<file path="src/vvc_pkg.sv">
// Shared constants and types for the voice VLAN classifier
`default_nettype none
package vvc_pkg;
	// Structure
	localparam int NPORT     = 8;
	localparam int PORT_W    = 3;
	localparam int NOUI      = 8;
	localparam int MAC_W     = 48;
	localparam int OUI_W     = 24;
	localparam int VID_W     = 12;
	localparam int PCP_W     = 3;
	localparam int AGE_W     = 17;
	localparam int ADDR_W    = 8;
	localparam int DATA_W    = 32;
	localparam int STRB_W    = 4;
	localparam int MIN_CNT_W = 31;
	// Timing
	localparam int CLK_HZ     = 20_000_000;
	localparam int MINUTE_S   = 60;
	localparam int MINUTE_CYC = CLK_HZ * MINUTE_S;
	// Register byte offsets
	localparam logic [ADDR_W-1:0] OFS_CTRL   = 8'h00;
	localparam logic [ADDR_W-1:0] OFS_VID    = 8'h04;
	localparam logic [ADDR_W-1:0] OFS_AGE    = 8'h08;
	localparam logic [ADDR_W-1:0] OFS_PEN    = 8'h0c;
	localparam logic [ADDR_W-1:0] OFS_PMODE  = 8'h10;
	localparam logic [ADDR_W-1:0] OFS_STAT   = 8'h14;
	localparam logic [ADDR_W-1:0] OFS_MGMT   = 8'h18;
	localparam logic [ADDR_W-1:0] OFS_MVR    = 8'h1c;
	localparam logic [ADDR_W-1:0] PVID_BASE  = 8'h40;
	localparam logic [ADDR_W-1:0] OUI_BASE   = 8'h80;
	localparam int                WORD_B     = 4;
	localparam int                OUI_STRIDE = 8;
	// Field positions
	localparam int CTRL_GEN_BIT  = 0;
	localparam int CTRL_RWEN_BIT = 1;
	localparam int CTRL_PCP_LSB  = 4;
	localparam int STAT_CONF_BIT = 0;
	localparam int STAT_ACT_BIT  = 1;
	localparam int STAT_MEMB_LSB = 8;
	localparam int OUI_OK_BIT    = 31;
	// Reset values and limits
	localparam logic [VID_W-1:0] VID_NONE = 12'h000;
	localparam logic [VID_W-1:0] VID_MIN  = 12'h001;
	localparam logic [VID_W-1:0] PVID_RST = 12'h001;
	localparam logic [VID_W-1:0] MGMT_RST = 12'h001;
	localparam logic [VID_W-1:0] MVR_RST  = 12'h000;
	localparam logic [AGE_W-1:0] AGE_MIN  = 17'h0001e;
	localparam logic [AGE_W-1:0] AGE_MAX  = 17'h10000;
	localparam logic [AGE_W-1:0] AGE_RST  = 17'h005a0;
	localparam logic [PCP_W-1:0] PCP_RST  = 3'h6;
	// Bus responses
	localparam logic [1:0] RESP_OKAY   = 2'h0;
	localparam logic [1:0] RESP_SLVERR = 2'h2;
	typedef logic [VID_W-1:0] vvc_vid_t;
	typedef logic [OUI_W-1:0] vvc_oui_t;
endpackage
`default_nettype wire

</file>
<file path="src/vvc_age_if.sv">
// Per-port aging timer connection
`timescale 1ns/100ps
`default_nettype none
interface vvc_age_if;
	import vvc_pkg::*;
	logic             hit;
	logic             tick;
	logic             clr;
	logic [AGE_W-1:0] age;
	logic             member;
	modport timer (input hit, input tick, input clr, input age, output member);
	modport ctl (output hit, output tick, output clr, output age, input member);
endinterface
`default_nettype wire

</file>
<file path="src/vvc_oui_match.sv">
// Source prefix lookup against the telephony prefix table
`timescale 1ns/100ps
`default_nettype none
module vvc_oui_match (
	// Lookup key
	input  wire logic [vvc_pkg::OUI_W-1:0] i_oui,
	// Table contents
	input  wire logic [vvc_pkg::OUI_W-1:0] i_tab [vvc_pkg::NOUI],
	input  wire logic [vvc_pkg::NOUI-1:0]  i_tab_ok,
	// Result
	output logic                           o_hit
);
	import vvc_pkg::*;
	// Live table, so an edit takes effect on the next frame
	always_comb begin
		o_hit = 1'b0;
		for (int i = 0; i < NOUI; i++) begin
			if (i_tab_ok[i] && (i_tab[i] == i_oui)) begin
				o_hit = 1'b1; // RL9
			end
		end
	end
endmodule // vvc_oui_match
`default_nettype wire

</file>
<file path="src/vvc_age_timer.sv">
// Per-port voice VLAN membership with minute-based aging
`timescale 1ns/100ps
`default_nettype none
module vvc_age_timer (
	// Clock and reset
	input  wire logic i_clk,
	input  wire logic i_rstn,
	// Control and membership
	vvc_age_if.timer  bus
);
	import vvc_pkg::*;
	logic             member_q;
	logic             member_d;
	logic [AGE_W-1:0] cnt_q;
	logic [AGE_W-1:0] cnt_d;
	logic [AGE_W-1:0] cnt_inc;

	always_comb begin
		member_d = member_q;
		cnt_d    = cnt_q;
		cnt_inc  = cnt_q + AGE_W'(1);
		if (bus.clr) begin
			member_d = 1'b0;
			cnt_d    = '0;
		end else if (bus.hit) begin
			// Hit wins over an expiry in the same cycle
			member_d = 1'b1; // RL13
			cnt_d    = '0; // RL13
		end else if (bus.tick && member_q) begin
			if (cnt_inc >= bus.age) begin
				member_d = 1'b0; // RL6
				cnt_d    = '0;
			end else begin
				cnt_d = cnt_inc;
			end
		end
	end

	always_ff @(posedge i_clk or negedge i_rstn) begin
		if (!i_rstn) begin
			member_q <= 1'b0;
			cnt_q    <= '0;
		end else begin
			member_q <= member_d;
			cnt_q    <= cnt_d;
		end
	end

	assign bus.member = member_q;
endmodule // vvc_age_timer
`default_nettype wire

</file>
<file path="src/vvc_classifier.sv">
// Voice VLAN classifier top with AXI4-Lite configuration
`timescale 1ns/100ps
`default_nettype none
// Summary of operation
// (RL1) Frames on voice-enabled ports whose source prefix is in the table are marked voice and put in the voice VLAN.
// (RL2) A global on/off switch, off after reset, gates all voice classification.
// (RL3) One system-wide voice VLAN id is held and only values 1 to 4095 are accepted.
// (RL4) A voice id equal to any port default, management or multicast registration VLAN is flagged as conflict.
// (RL5) Software must turn off the spanning tree function before switching voice VLAN on.
// (RL6) A port leaves the voice VLAN after the aging time without voice frames, 30 to 65536 minutes, default 1440.
// (RL7) With rewriting on, voice frame priority is replaced by the selected value, default 6; rewriting is off at reset.
// (RL8) Each table entry holds a three-octet vendor prefix and a short free-text description.
// (RL9) Entries are added, edited and deleted one by one and lookups use the stored contents.
// (RL10) Each port has a participation enable, off after reset, and only enabled ports are classified.
// (RL11) Each port has a priority mode, all traffic or source-matched, source-matched after reset.
// (RL12) Source-matched mode applies voice priority only to matching frames, all-traffic mode to every frame.
// (RL13) A matching voice frame adds its port to the voice VLAN and restarts its aging timer.
module vvc_classifier #(
	parameter int unsigned P_MINUTE_CYCLES = vvc_pkg::MINUTE_CYC
) (
	// Clock and reset
	input  wire logic                         i_clk,
	input  wire logic                         i_rstn,
	// AXI4-Lite write channels
	input  wire logic [vvc_pkg::ADDR_W-1:0]   i_axi_awaddr,
	input  wire logic                         i_axi_awvalid,
	output logic                              o_axi_awready,
	input  wire logic [vvc_pkg::DATA_W-1:0]   i_axi_wdata,
	input  wire logic [vvc_pkg::STRB_W-1:0]   i_axi_wstrb,
	input  wire logic                         i_axi_wvalid,
	output logic                              o_axi_wready,
	output logic [1:0]                        o_axi_bresp,
	output logic                              o_axi_bvalid,
	input  wire logic                         i_axi_bready,
	// AXI4-Lite read channels
	input  wire logic [vvc_pkg::ADDR_W-1:0]   i_axi_araddr,
	input  wire logic                         i_axi_arvalid,
	output logic                              o_axi_arready,
	output logic [vvc_pkg::DATA_W-1:0]        o_axi_rdata,
	output logic [1:0]                        o_axi_rresp,
	output logic                              o_axi_rvalid,
	input  wire logic                         i_axi_rready,
	// Ingress frame descriptors
	input  wire logic                         i_frm_valid,
	input  wire logic [vvc_pkg::PORT_W-1:0]   i_frm_port,
	input  wire logic [vvc_pkg::MAC_W-1:0]    i_frm_smac,
	input  wire logic [vvc_pkg::VID_W-1:0]    i_frm_vid,
	input  wire logic [vvc_pkg::PCP_W-1:0]    i_frm_pcp,
	// Classified descriptors
	output logic                              o_cls_valid,
	output logic [vvc_pkg::PORT_W-1:0]        o_cls_port,
	output logic                              o_cls_voice,
	output logic [vvc_pkg::VID_W-1:0]         o_cls_vid,
	output logic [vvc_pkg::PCP_W-1:0]         o_cls_pcp,
	output logic [vvc_pkg::NPORT-1:0]         o_port_member
);
	import vvc_pkg::*;

	// Configuration state
	logic                 gen_q, gen_d;
	logic                 rwen_q, rwen_d;
	logic [PCP_W-1:0]     rwpcp_q, rwpcp_d;
	vvc_vid_t             vid_q, vid_d;
	logic [AGE_W-1:0]     age_q, age_d;
	logic [NPORT-1:0]     pen_q, pen_d;
	logic [NPORT-1:0]     pmode_q, pmode_d;
	vvc_vid_t             mgmt_q, mgmt_d;
	vvc_vid_t             mvr_q, mvr_d;
	vvc_vid_t             pvid_q [NPORT];
	vvc_vid_t             pvid_d [NPORT];
	vvc_oui_t             oui_q [NOUI];
	vvc_oui_t             oui_d [NOUI];
	logic [NOUI-1:0]      ouiv_q, ouiv_d;
	logic [DATA_W-1:0]    desc_q [NOUI];
	logic [DATA_W-1:0]    desc_d [NOUI];
	// Bus state
	logic                 aw_have_q, aw_have_d, w_have_q, w_have_d;
	logic [ADDR_W-1:0]    awa_q, awa_d;
	logic [DATA_W-1:0]    wd_q, wd_d;
	logic [STRB_W-1:0]    ws_q, ws_d;
	logic                 awr_q, awr_d, wr_q, wr_d, bv_q, bv_d, arr_q, arr_d, rv_q, rv_d;
	logic [1:0]           bresp_q, bresp_d, rresp_q, rresp_d;
	logic [DATA_W-1:0]    rdata_q, rdata_d;
	logic                 wr_fire;
	logic [DATA_W-1:0]    wmask, wm;
	// Classifier state
	logic                 cv_q, cv_d, cvoice_q, cvoice_d;
	logic [PORT_W-1:0]    cport_q, cport_d;
	vvc_vid_t             cvid_q, cvid_d;
	logic [PCP_W-1:0]     cpcp_q, cpcp_d;
	logic [MIN_CNT_W-1:0] mcnt_q, mcnt_d;
	logic                 tick_q, tick_d;
	logic                 conflict, active, pen, oui_hit, voice, papply;

	function automatic logic is_map(input logic [ADDR_W-1:0] a);
		logic m;
		m = (a == OFS_CTRL) || (a == OFS_VID) || (a == OFS_AGE) || (a == OFS_PEN) ||
			(a == OFS_PMODE) || (a == OFS_STAT) || (a == OFS_MGMT) || (a == OFS_MVR);
		for (int p = 0; p < NPORT; p++) begin
			m = m || (a == ADDR_W'(PVID_BASE + WORD_B * p));
		end
		for (int i = 0; i < NOUI; i++) begin
			m = m || (a == ADDR_W'(OUI_BASE + OUI_STRIDE * i)) || (a == ADDR_W'(OUI_BASE + OUI_STRIDE * i + WORD_B));
		end
		return m;
	endfunction

	function automatic logic [DATA_W-1:0] rd_word(input logic [ADDR_W-1:0] a);
		logic [DATA_W-1:0] r;
		r = '0;
		case (a)
			OFS_CTRL: begin
				r[CTRL_GEN_BIT]               = gen_q;
				r[CTRL_RWEN_BIT]              = rwen_q;
				r[CTRL_PCP_LSB +: PCP_W]      = rwpcp_q;
			end
			OFS_VID:   r[VID_W-1:0] = vid_q;
			OFS_AGE:   r[AGE_W-1:0] = age_q;
			OFS_PEN:   r[NPORT-1:0] = pen_q;
			OFS_PMODE: r[NPORT-1:0] = pmode_q;
			OFS_STAT: begin
				r[STAT_CONF_BIT]              = conflict;
				r[STAT_ACT_BIT]               = active;
				r[STAT_MEMB_LSB +: NPORT]     = o_port_member;
			end
			OFS_MGMT:  r[VID_W-1:0] = mgmt_q;
			OFS_MVR:   r[VID_W-1:0] = mvr_q;
			default:   r = '0;
		endcase
		for (int p = 0; p < NPORT; p++) begin
			if (a == ADDR_W'(PVID_BASE + WORD_B * p)) begin
				r[VID_W-1:0] = pvid_q[p];
			end
		end
		for (int i = 0; i < NOUI; i++) begin
			if (a == ADDR_W'(OUI_BASE + OUI_STRIDE * i)) begin
				r[OUI_W-1:0]  = oui_q[i];
				r[OUI_OK_BIT] = ouiv_q[i];
			end
			if (a == ADDR_W'(OUI_BASE + OUI_STRIDE * i + WORD_B)) begin
				r = desc_q[i];
			end
		end
		return r;
	endfunction

	// AXI4-Lite slave: address and data taken in either order
	always_comb begin
		aw_have_d = aw_have_q;
		awa_d     = awa_q;
		w_have_d  = w_have_q;
		wd_d      = wd_q;
		ws_d      = ws_q;
		bv_d      = bv_q;
		bresp_d   = bresp_q;
		rv_d      = rv_q;
		rdata_d   = rdata_q;
		rresp_d   = rresp_q;
		wr_fire   = aw_have_q && w_have_q && !bv_q;
		if (awr_q && i_axi_awvalid) begin
			aw_have_d = 1'b1;
			awa_d     = i_axi_awaddr;
		end
		if (wr_q && i_axi_wvalid) begin
			w_have_d = 1'b1;
			wd_d     = i_axi_wdata;
			ws_d     = i_axi_wstrb;
		end
		if (bv_q && i_axi_bready) begin
			bv_d = 1'b0;
		end
		if (wr_fire) begin
			aw_have_d = 1'b0;
			w_have_d  = 1'b0;
			bv_d      = 1'b1;
			bresp_d   = is_map(awa_q) ? RESP_OKAY : RESP_SLVERR;
		end
		if (rv_q && i_axi_rready) begin
			rv_d = 1'b0;
		end
		if (arr_q && i_axi_arvalid) begin
			rv_d    = 1'b1;
			rdata_d = rd_word(i_axi_araddr);
			rresp_d = is_map(i_axi_araddr) ? RESP_OKAY : RESP_SLVERR;
		end
		awr_d = !aw_have_d && !bv_d;
		wr_d  = !w_have_d && !bv_d;
		arr_d = !rv_d;
	end

	always_ff @(posedge i_clk or negedge i_rstn) begin
		if (!i_rstn) begin
			aw_have_q <= 1'b0;
			awa_q     <= '0;
			w_have_q  <= 1'b0;
			wd_q      <= '0;
			ws_q      <= '0;
			awr_q     <= 1'b0;
			wr_q      <= 1'b0;
			bv_q      <= 1'b0;
			bresp_q   <= RESP_OKAY;
			arr_q     <= 1'b0;
			rv_q      <= 1'b0;
			rdata_q   <= '0;
			rresp_q   <= RESP_OKAY;
		end else begin
			aw_have_q <= aw_have_d;
			awa_q     <= awa_d;
			w_have_q  <= w_have_d;
			wd_q      <= wd_d;
			ws_q      <= ws_d;
			awr_q     <= awr_d;
			wr_q      <= wr_d;
			bv_q      <= bv_d;
			bresp_q   <= bresp_d;
			arr_q     <= arr_d;
			rv_q      <= rv_d;
			rdata_q   <= rdata_d;
			rresp_q   <= rresp_d;
		end
	end

	// Configuration writes, merged through byte strobes
	always_comb begin
		for (int b = 0; b < STRB_W; b++) begin
			wmask[b*8 +: 8] = {8{ws_q[b]}};
		end
		wm      = (rd_word(awa_q) & ~wmask) | (wd_q & wmask);
		gen_d   = gen_q;
		rwen_d  = rwen_q;
		rwpcp_d = rwpcp_q;
		vid_d   = vid_q;
		age_d   = age_q;
		pen_d   = pen_q;
		pmode_d = pmode_q;
		mgmt_d  = mgmt_q;
		mvr_d   = mvr_q;
		pvid_d  = pvid_q;
		oui_d   = oui_q;
		ouiv_d  = ouiv_q;
		desc_d  = desc_q;
		if (wr_fire) begin
			case (awa_q)
				OFS_CTRL: begin
					gen_d   = wm[CTRL_GEN_BIT]; // RL2
					rwen_d  = wm[CTRL_RWEN_BIT]; // RL7
					rwpcp_d = wm[CTRL_PCP_LSB +: PCP_W]; // RL7
				end
				OFS_VID: begin
					// Zero would leave voice frames untagged, so it is refused
					if (wm[VID_W-1:0] >= VID_MIN) begin
						vid_d = wm[VID_W-1:0]; // RL3
					end
				end
				OFS_AGE: begin
					if ((wm[AGE_W-1:0] >= AGE_MIN) && (wm[AGE_W-1:0] <= AGE_MAX)) begin
						age_d = wm[AGE_W-1:0]; // RL6
					end
				end
				OFS_PEN:   pen_d   = wm[NPORT-1:0]; // RL10
				OFS_PMODE: pmode_d = wm[NPORT-1:0]; // RL11
				OFS_MGMT:  mgmt_d  = wm[VID_W-1:0];
				OFS_MVR:   mvr_d   = wm[VID_W-1:0];
				default: ;
			endcase
			for (int p = 0; p < NPORT; p++) begin
				if (awa_q == ADDR_W'(PVID_BASE + WORD_B * p)) begin
					pvid_d[p] = wm[VID_W-1:0];
				end
			end
			for (int i = 0; i < NOUI; i++) begin
				if (awa_q == ADDR_W'(OUI_BASE + OUI_STRIDE * i)) begin
					oui_d[i]  = wm[OUI_W-1:0]; // RL8
					ouiv_d[i] = wm[OUI_OK_BIT]; // RL9
				end
				if (awa_q == ADDR_W'(OUI_BASE + OUI_STRIDE * i + WORD_B)) begin
					desc_d[i] = wm; // RL8
				end
			end
		end
	end

	always_ff @(posedge i_clk or negedge i_rstn) begin
		if (!i_rstn) begin
			gen_q   <= 1'b0;
			rwen_q  <= 1'b0;
			rwpcp_q <= PCP_RST;
			vid_q   <= VID_NONE;
			age_q   <= AGE_RST;
			pen_q   <= '0;
			pmode_q <= '0;
			mgmt_q  <= MGMT_RST;
			mvr_q   <= MVR_RST;
			for (int p = 0; p < NPORT; p++) begin
				pvid_q[p] <= PVID_RST;
			end
			for (int i = 0; i < NOUI; i++) begin
				oui_q[i]  <= '0;
				desc_q[i] <= '0;
			end
			ouiv_q  <= '0;
		end else begin
			gen_q   <= gen_d;
			rwen_q  <= rwen_d;
			rwpcp_q <= rwpcp_d;
			vid_q   <= vid_d;
			age_q   <= age_d;
			pen_q   <= pen_d;
			pmode_q <= pmode_d;
			mgmt_q  <= mgmt_d;
			mvr_q   <= mvr_d;
			pvid_q  <= pvid_d;
			oui_q   <= oui_d;
			ouiv_q  <= ouiv_d;
			desc_q  <= desc_d;
		end
	end

	// Conflicting id suspends classification until software fixes it
	always_comb begin
		conflict = (vid_q == mgmt_q) || (vid_q == mvr_q);
		for (int p = 0; p < NPORT; p++) begin
			conflict = conflict || (vid_q == pvid_q[p]); // RL4
		end
		conflict = conflict && (vid_q != VID_NONE);
		active   = gen_q && !conflict && (vid_q != VID_NONE); // RL2
	end

	vvc_oui_match u_match (
		.i_oui    (i_frm_smac[MAC_W-1 -: OUI_W]),
		.i_tab    (oui_q),
		.i_tab_ok (ouiv_q),
		.o_hit    (oui_hit)
	);

	// Frame classification, one cycle latency
	always_comb begin
		pen      = pen_q[i_frm_port];
		voice    = active && pen && oui_hit; // RL1 RL10
		papply   = active && pen && (pmode_q[i_frm_port] || oui_hit); // RL12
		cv_d     = i_frm_valid;
		cvoice_d = i_frm_valid && voice;
		cport_d  = i_frm_valid ? i_frm_port : cport_q;
		cvid_d   = cvid_q;
		cpcp_d   = cpcp_q;
		if (i_frm_valid) begin
			cvid_d = voice ? vid_q : i_frm_vid; // RL1
			cpcp_d = (papply && rwen_q) ? rwpcp_q : i_frm_pcp; // RL7
		end
		tick_d = (mcnt_q == MIN_CNT_W'(P_MINUTE_CYCLES - 1));
		mcnt_d = tick_d ? '0 : mcnt_q + MIN_CNT_W'(1);
	end

	always_ff @(posedge i_clk or negedge i_rstn) begin
		if (!i_rstn) begin
			cv_q     <= 1'b0;
			cvoice_q <= 1'b0;
			cport_q  <= '0;
			cvid_q   <= VID_NONE;
			cpcp_q   <= '0;
			mcnt_q   <= '0;
			tick_q   <= 1'b0;
		end else begin
			cv_q     <= cv_d;
			cvoice_q <= cvoice_d;
			cport_q  <= cport_d;
			cvid_q   <= cvid_d;
			cpcp_q   <= cpcp_d;
			mcnt_q   <= mcnt_d;
			tick_q   <= tick_d;
		end
	end

	vvc_age_if age_if [NPORT] ();
	for (genvar p = 0; p < NPORT; p++) begin : g_age
		assign age_if[p].hit     = i_frm_valid && voice && (i_frm_port == PORT_W'(p)); // RL13
		assign age_if[p].tick    = tick_q;
		assign age_if[p].clr     = !active || !pen_q[p]; // RL10
		assign age_if[p].age     = age_q;
		assign o_port_member[p]  = age_if[p].member;
		vvc_age_timer u_tmr (
			.i_clk  (i_clk),
			.i_rstn (i_rstn),
			.bus    (age_if[p])
		);
	end

	assign o_axi_awready = awr_q;
	assign o_axi_wready  = wr_q;
	assign o_axi_bvalid  = bv_q;
	assign o_axi_bresp   = bresp_q;
	assign o_axi_arready = arr_q;
	assign o_axi_rvalid  = rv_q;
	assign o_axi_rdata   = rdata_q;
	assign o_axi_rresp   = rresp_q;
	assign o_cls_valid   = cv_q;
	assign o_cls_voice   = cvoice_q;
	assign o_cls_port    = cport_q;
	assign o_cls_vid     = cvid_q;
	assign o_cls_pcp     = cpcp_q;
endmodule // vvc_classifier
`default_nettype wire

</file>
<file path="config.mk">
export PLATFORM = sky130hd
export DESIGN_NAME = vvc_classifier
export DESIGN_NICKNAME = d
export VERILOG_FILES = /design/src/vvc_pkg.sv /design/src/vvc_age_if.sv /design/src/vvc_oui_match.sv /design/src/vvc_age_timer.sv /design/src/vvc_classifier.sv
export SDC_FILE = /design/constraint.sdc
export NUM_CORES = 2
export LEC_CHECK = 0
export BUFFER_PORTS_ARGS = -buffer_cell sky130_fd_sc_hd__clkbuf_2
export CORE_MARGIN = 1
export CORE_UTILIZATION = 35
export DETAILED_ROUTE_END_ITERATION = 10
export GPL_TIMING_DRIVEN = 0
export PLACE_DENSITY_LB_ADDON = 0.08
export SLEW_MARGIN = 20
export SYNTH_ARGS = -nofsm -noshare
export SYNTH_HDL_FRONTEND = slang
export SYNTH_SLANG_ARGS = --single-unit
</file>
<file path="constraint.sdc">
create_clock -name i_clk -period 4 [get_ports i_clk]
set_input_delay 0.8 -clock i_clk [delete_from_list [all_inputs] [get_ports i_clk]]
set_output_delay 0.8 -clock i_clk [all_outputs]
set_load 0.02 [all_outputs]
</file>
# After elaboration in Yosys (flattened, before gate mapping)

Index checks and enable logic that the tools add are counted.

Register bits after elaboration: 909
Input port bits: 126
Output and inout bits: 69
Logic and storage cells: 555

$add $sub $neg: 9
Order comparisons: 12
Eq/ne operators: 88
Muxes and demuxes: 169
Bitwise gates (word level): 4
Reduce and logical (&&, ||, !) cells: 196

Operator list:

| operator                                      | count |
|---|---|
| 2-to-1 mux 17 bit                             | 32 |
| 2-to-1 mux 32 bit                             | 17 |
| 2-to-1 mux 24 bit                             | 16 |
| == test 8 bit, second input constant          | 32 |
| 2-to-1 mux 12 bit                             | 17 |
| == test 24 bit                                | 8 |
| adder 17 x 1 -> 17 bit, second input constant | 8 |
| greater-or-equal comparator 17 bit            | 8 |
| == test 8 x 7 -> 1 bit, second input constant | 16 |
| == test 12 bit                                | 10 |
| logical OR 1 bit                              | 80 |
| AND reduction 2 bit                           | 37 |
| 2-to-1 mux 1 bit                              | 68 |
| AND 32 bit                                    | 2 |
| == test 8 x 5 -> 1 bit, second input constant | 8 |
| nonzero test 3 bit                            | 16 |
| logical AND 1 bit                             | 42 |
| one-hot mux 3 bit (7 select lines)            | 2 |
| one-hot mux 4 bit (5 select lines)            | 2 |
| == test 8 x 4 -> 1 bit, second input constant | 4 |
| NOT 32 bit                                    | 1 |
| OR 32 bit                                     | 1 |
| one-hot mux 2 bit (8 select lines)            | 2 |
| adder 31 x 1 -> 31 bit, second input constant | 1 |
| 22 further kinds                              | 48 |

# Logic depth before layout (Yosys ltp)

Depth in word-level cells: 44
Depth in mapped cells: 19
Depth with buffers taken out: 18

# Cells and area by module

A second synthesis with hierarchy kept.

Cell total of the unflattened synthesis: 6562
Area, all modules: 56506.7 µm²

Modules (own cells, without submodules):

| module         | instances | cells an instance | area each (µm²) | sequential area each (µm²) |
|---|---|---|---|---|
| vvc_classifier | 1         | 4797              | 42258.0         | 19112.1 |
| vvc_age_timer  | 8         | 184               | 1481.4          | 450.4 |
| vvc_oui_match  | 1         | 293               | 2397.3          | 0.0 |

# Worst setup path before layout

OpenSTA, ideal clock, no wires.

Kind: flip-flop to flip-flop
Start: reg g_age[1].u_tmr.cnt_q[0]
End: reg g_age[1].u_tmr.cnt_q[12]
Setup time: 65 ps
Arrival: 4042 ps
Data required time: 3935 ps
Slack: -107 ps
Cell stages (with the launch flop): 20
Buffers on the path: 2
Clock period less this slack: 4107 ps
Cell sequence: dfrtp_1 ha_1 and3_1 and3_1 clkbuf_1 nand3_1 and2_1 or2_2 ha_1 nand4_1 nor2_1 o31a_1 o21a_1 o21a_1 o2111ai_1 a21oi_1 nor4_1 clkbuf_1 o21ai_0 nand2_1

Longest elaborated chain between the ends: 6

Ends and longest elaborated chain:

| item                               | line                | text |
|---|---|---|
| start: declaration                 | vvc_age_timer.sv:14 | `logic [AGE_W-1:0] cnt_q;` |
| start signal: assignment           | vvc_age_timer.sv:45 | `cnt_q <= cnt_d;` |
| adder 17 x 1 -> 17 bit *           | vvc_age_timer.sv:21 | `cnt_inc = cnt_q + AGE_W'(1);` |
| greater-or-equal comparator 17 bit | vvc_age_timer.sv:30 | `if (cnt_inc >= bus.age) begin` |
| 2-to-1 mux 17 bit *                | vvc_age_timer.sv:30 |  |
| 2-to-1 mux 17 bit *                | vvc_age_timer.sv:29 | `end else if (bus.tick && member_q) begin` |
| 2-to-1 mux 17 bit *                | vvc_age_timer.sv:25 | `end else if (bus.hit) begin` |
| 2-to-1 mux 17 bit *                | vvc_age_timer.sv:22 | `if (bus.clr) begin` |

Mark *: on every way between the ends. The rest lies on a longest branch, timed or not. The select of a mux whose other input is x is not followed.
A chain may end at the register's enable or synchronous reset.

# Worst setup path after layout

Start: in i_axi_araddr[6] (netlist name)
End: reg rdata_q[4] (netlist: o_axi_rdata[4])

Longest elaborated chain between the ends: 27
Elaborated cells between the ends (all ways): 57
Those cells by class: eq/ne (30); mux (26); reduce/logical (1)

Ends and longest elaborated chain:

| item                                           | line                  | text |
|---|---|---|
| start: declaration                             | vvc_classifier.sv:36  | `input wire logic [vvc_pkg::ADDR_W-1:0] i_axi_araddr,` |
| == test 8 x 5 -> 1 bit (tied with other cells) | vvc_classifier.sv:111 | `case (a)` |
| one-hot mux 3 bit (7 select lines)             | vvc_classifier.sv:111 |  |
| 2-to-1 mux 12 bit (8 in a row)                 | vvc_classifier.sv:131 | `if (a == ADDR_W'(PVID_BASE + WORD_B * p)) begin` |
| 2-to-1 mux 24 bit                              | vvc_classifier.sv:136 | `if (a == ADDR_W'(OUI_BASE + OUI_STRIDE * i)) begin` |
| 2-to-1 mux 32 bit                              | vvc_classifier.sv:140 | `if (a == ADDR_W'(OUI_BASE + OUI_STRIDE * i + WORD_B)) begin` |
| 2-to-1 mux 24 bit                              | vvc_classifier.sv:136 |  |
| 2-to-1 mux 32 bit                              | vvc_classifier.sv:140 |  |
| 2-to-1 mux 24 bit                              | vvc_classifier.sv:136 |  |
| (+4 left out)                                  | --                    |  |
| 2-to-1 mux 24 bit                              | vvc_classifier.sv:136 |  |
| 2-to-1 mux 32 bit                              | vvc_classifier.sv:140 |  |
| 2-to-1 mux 24 bit                              | vvc_classifier.sv:136 |  |
| 2-to-1 mux 32 bit                              | vvc_classifier.sv:140 |  |
| 2-to-1 mux 24 bit                              | vvc_classifier.sv:136 |  |
| 2-to-1 mux 32 bit                              | vvc_classifier.sv:140 |  |
| 2-to-1 mux 24 bit                              | vvc_classifier.sv:136 |  |
| 2-to-1 mux 32 bit *                            | vvc_classifier.sv:140 |  |
| end signal: assignment                         | vvc_classifier.sv:218 | `rdata_q <= rdata_d;` |
| end: declaration                               | vvc_classifier.sv:83  | `logic [DATA_W-1:0] rdata_q, rdata_d;` |

Marked as above.

==> flow_summary.yaml <==
floorplan:
  die_w_um: 397
  die_h_um: 397
  die-area_mm2: 0.158
  core_mm2: 0.155
  ios: 195
  start_util: 0.353
  fp-row-count: 144
sta:
  fin_ws_ns: -0.313
  rsz0062_at_grt: "true"
  setup_viol: 154
  finClkSkew_ns: 0.0494
  finalCritPeriodShare: 1.08
  slew_headroom: 0.175
  hold_viol: 0
  tightest_slew_ns: 1.24
  max_freq_mhz: 232
  hold-worst-slack_ns: 0.165
  fin_crit_ns: 4.31
  drv_slew: 0
global_routing:
  antenna_found_initial: 26
  grt_max_degree: 84
  grt-ovfl-total: 0
  grt_pass1_wl_mm: 479
  first_global_vias: 53600
  track_usage: 0.447
placement:
  port_buffers: 140
  dp_hpwl_mm: 269
  gp_congestion: 1.06
  dp.cells: 8113
  dpl_cell_area_mm2: 0.0587
clock_network:
  clock_path_buffers: 3
  cts.clk_slew.worst_paths_ns: 0.07
  cts-root-buf: "clkbuf_16"
  htreeDepth: 3
  clkSinkCount: 907
  clk_latency_ns: 0.80
  cts_made_buffers: 110
  cts_tree: "built"
logic_synthesis:
  synth-edff-count: 0
  ys_types: 99
  yosys_warnings: 0
  async_reset_ff_frac: 1.00
  ys.flop_type: "dfrtp_1"
  synth_seq_cells: 907
  synth_cells: 5899
  syn_area_per_cell_um2: 9.26
  syn-cell-area_mm2: 0.0546
  ys_seq_area_frac: 0.416
detailed_routing:
  initialDrtViolationCount: 7705
  ant_nets: 0
  routed_via_density: 6.62
  drtPass1Iterations: 9
  wl_mm: 361
  drc_errors: 0
  vias: 56600
  routedWlPerCell_um: 42.2
cells_and_area:
  design_area_mm2: 0.0687
  syn_to_final_growth_pct: 25.8
  drive_gt1_frac: 0.259
  final_util: 0.445
  layout_common_cells: "dfrtp_1 (831), nand2_1 (798), o21ai_0 (544), mux2_2 (282), nor2_1 (239)"
  layout.nets: 6662
  final_common_cell: "dfrtp_1"
  instances_no_fill: 8542
setup_path:
  critPathMaxFanout: 10
  crit_chain: "clkbuf_2 > clkbuf_2 > nor2b_1 > and2_1 > clkbuf_1 > nand2_1 > o21ai_0 > a221oi_1 > a31oi_1 > a211oi_1 > o21ai_0"
  reg2reg_to: "age_if[0].age[11]"
  slowest_stage: "o21ai_0"
  rrSetupSlack_ns: -0.26
  cp_num_cells: 11
  crit_path_end: "o_axi_rdata[4]"
  crit_arrival_ns: 5.00
  crit_buf_inv: 3
  cp.required_ns: 4.69
  slowest_delay_ns: 0.72
  r2r-start: "awa_q[3]"
  start_kind: "input port"
  critPathTopFamily: "compound AO/OA/AOI/OAI gates"
  path_class: "in2reg"
  reg2regPathDepth: 17
  startpoint: "i_axi_araddr[6]"
  crit_path_end_kind: "register"
power_and_ir_drop:
  p_per_area_mw_per_mm2: 611
  p_leak_nw: 30.5
  fin_total_pwr_mw: 42.0
  vdd_drop_max_mv: 0.508
outcome:
  violations: "negative setup slack"
  status: "complete, but fails checks"
worst_hold_path:
  min_path_type: "in2reg"
flow_run:
  max-cap-violations: 0
[metrics by stage]
step / setup slack (ns) / setup TNS (ns)
CTS: -0.0596 / -0.651
floorplan: 0.106 / 0
global route: -0.182 / -4.61
global placement: -21.82 / -
detailed placement: -2.73 / -1229.70
finish: -0.313 / -14.14
[cell usage after synthesis, types with 15 or more instances]
master	count	area [um^2]
a21o_1	64	480
a31oi_1	44	275
xnor2_1	265	2320
xor2_1	177	1550
o2111ai_1	22	193
dfstp_2	15	394
buf_4	35	263
mux2i_1	98	981
inv_1	63	236
nand3_1	148	741
buf_2	58	290
a221oi_1	64	561
nor4_1	71	444
o21ai_0	584	2920
clkbuf_1	308	1160
dfrtp_1	892	22300
and2_1	17	106
nand4_1	132	826
and3_1	70	438
nor2_1	302	1130
or3_1	17	106
a211oi_1	28	210
nor2b_1	49	307
nor3_1	47	235
nand2_1	826	3100
a22oi_1	178	1340
o22ai_1	87	544
o31ai_1	23	173
a21oi_1	243	1220
mux2_2	291	3280
o211ai_1	22	165
o221ai_1	25	219
a222oi_1	25	250
ha_1	145	1810
o21a_1	25	188
buf_1	17	63.8
or2_2	22	138
a22o_1	105	920
nand2b_1	38	238
[report_power, final]
group,switching (mW),internal (mW),total (mW)
combinational,12.7,5.72,18.4
sequential,2.04,10.3,12.3
clock,4.62,6.63,11.3
[how the worst min path moves through the flow]
stage,from,end,slack [ns],cells after the start
after global routing,i_frm_valid,o_cls_valid,0.16,1
after CTS,i_frm_valid,o_cls_valid,0.15,1
final,i_frm_valid,o_cls_valid,0.17,1
after detailed placement,mcnt_q[6],mcnt_q[6],0.46,1
after floorplan,w_have_q,o_axi_wready,0.43,1
after global placement,mcnt_q[6],mcnt_q[6],0.46,1
[cell families (layout without fill, tap and decap cells)]
| logic type | after synthesis | count (layout) | synth area share |
|---|---|---|---|
| simple gates | 1827 | 1828 | 0.159 |
| compound gates | 1691 | 1691 | 0.202 |
| flops | 907 | 907 | 0.416 |
| buf+inv | 483 | 1067 | 0.0372 |
| xor+xnor | 442 | 442 | 0.0708 |
| mux | 403 | 403 | 0.0821 |
| fa+ha+maj | 145 | 145 | 0.0332 |
| other cells | 1 | 15 | 0.0000686 |
[timing repair]
item	in CTS	in global routing
pin swaps	94	88
gates resized for setup	782	313
cloned	3	4
buffers inserted	143	79
hold buffers	1	0
endpoints found under the hold margin	33	0
setup endpoints to repair	819	338
[sequential cells by signal, summed over array words and instances, names as in the netlist, 17 cells and up]
register and flops:
oui_q 192, wd_q 32, g_age.u_tmr.cnt_q 136, o_axi_rdata 32
desc_q 256, mcnt_q 31, pvid_q 96, age_if.age 17
[metal layers]
metal  part of all wire  global-route usage  vias to the layer above
li1                   -                   -                    22700
met1               0.39               0.558                    28700
met4              0.093               0.335                       12
met2               0.42               0.658                     3872
met5            0.00019                   0                        -
met3               0.10               0.120                     1247
[cell type report]
cell class | count | area (um^2)
diodes | 13 | 32.5
plain buffers | 401 | 2950
clock buffers | 149 | 3110
clock inverters | 57 | 868
fillers | 15200 | 85800
inverters | 63 | 240
multi-input cells | 4511 | 32800
flip-flops and latches | 907 | 22800
well taps | 2044 | 2560
repair buffers | 397 | 3420
[worst reg2reg max path: cells and delay by family, from the launching register on]
kind,cells,cell delay [ns]
and+or+nand+nor,4,0.76
muxes,1,0.29
AOI/OAI and AO/OA,6,1.67
buffers and inverters,6,1.05
DFF,1,0.38
No activity file was read; power rests on OpenSTA's default activity.
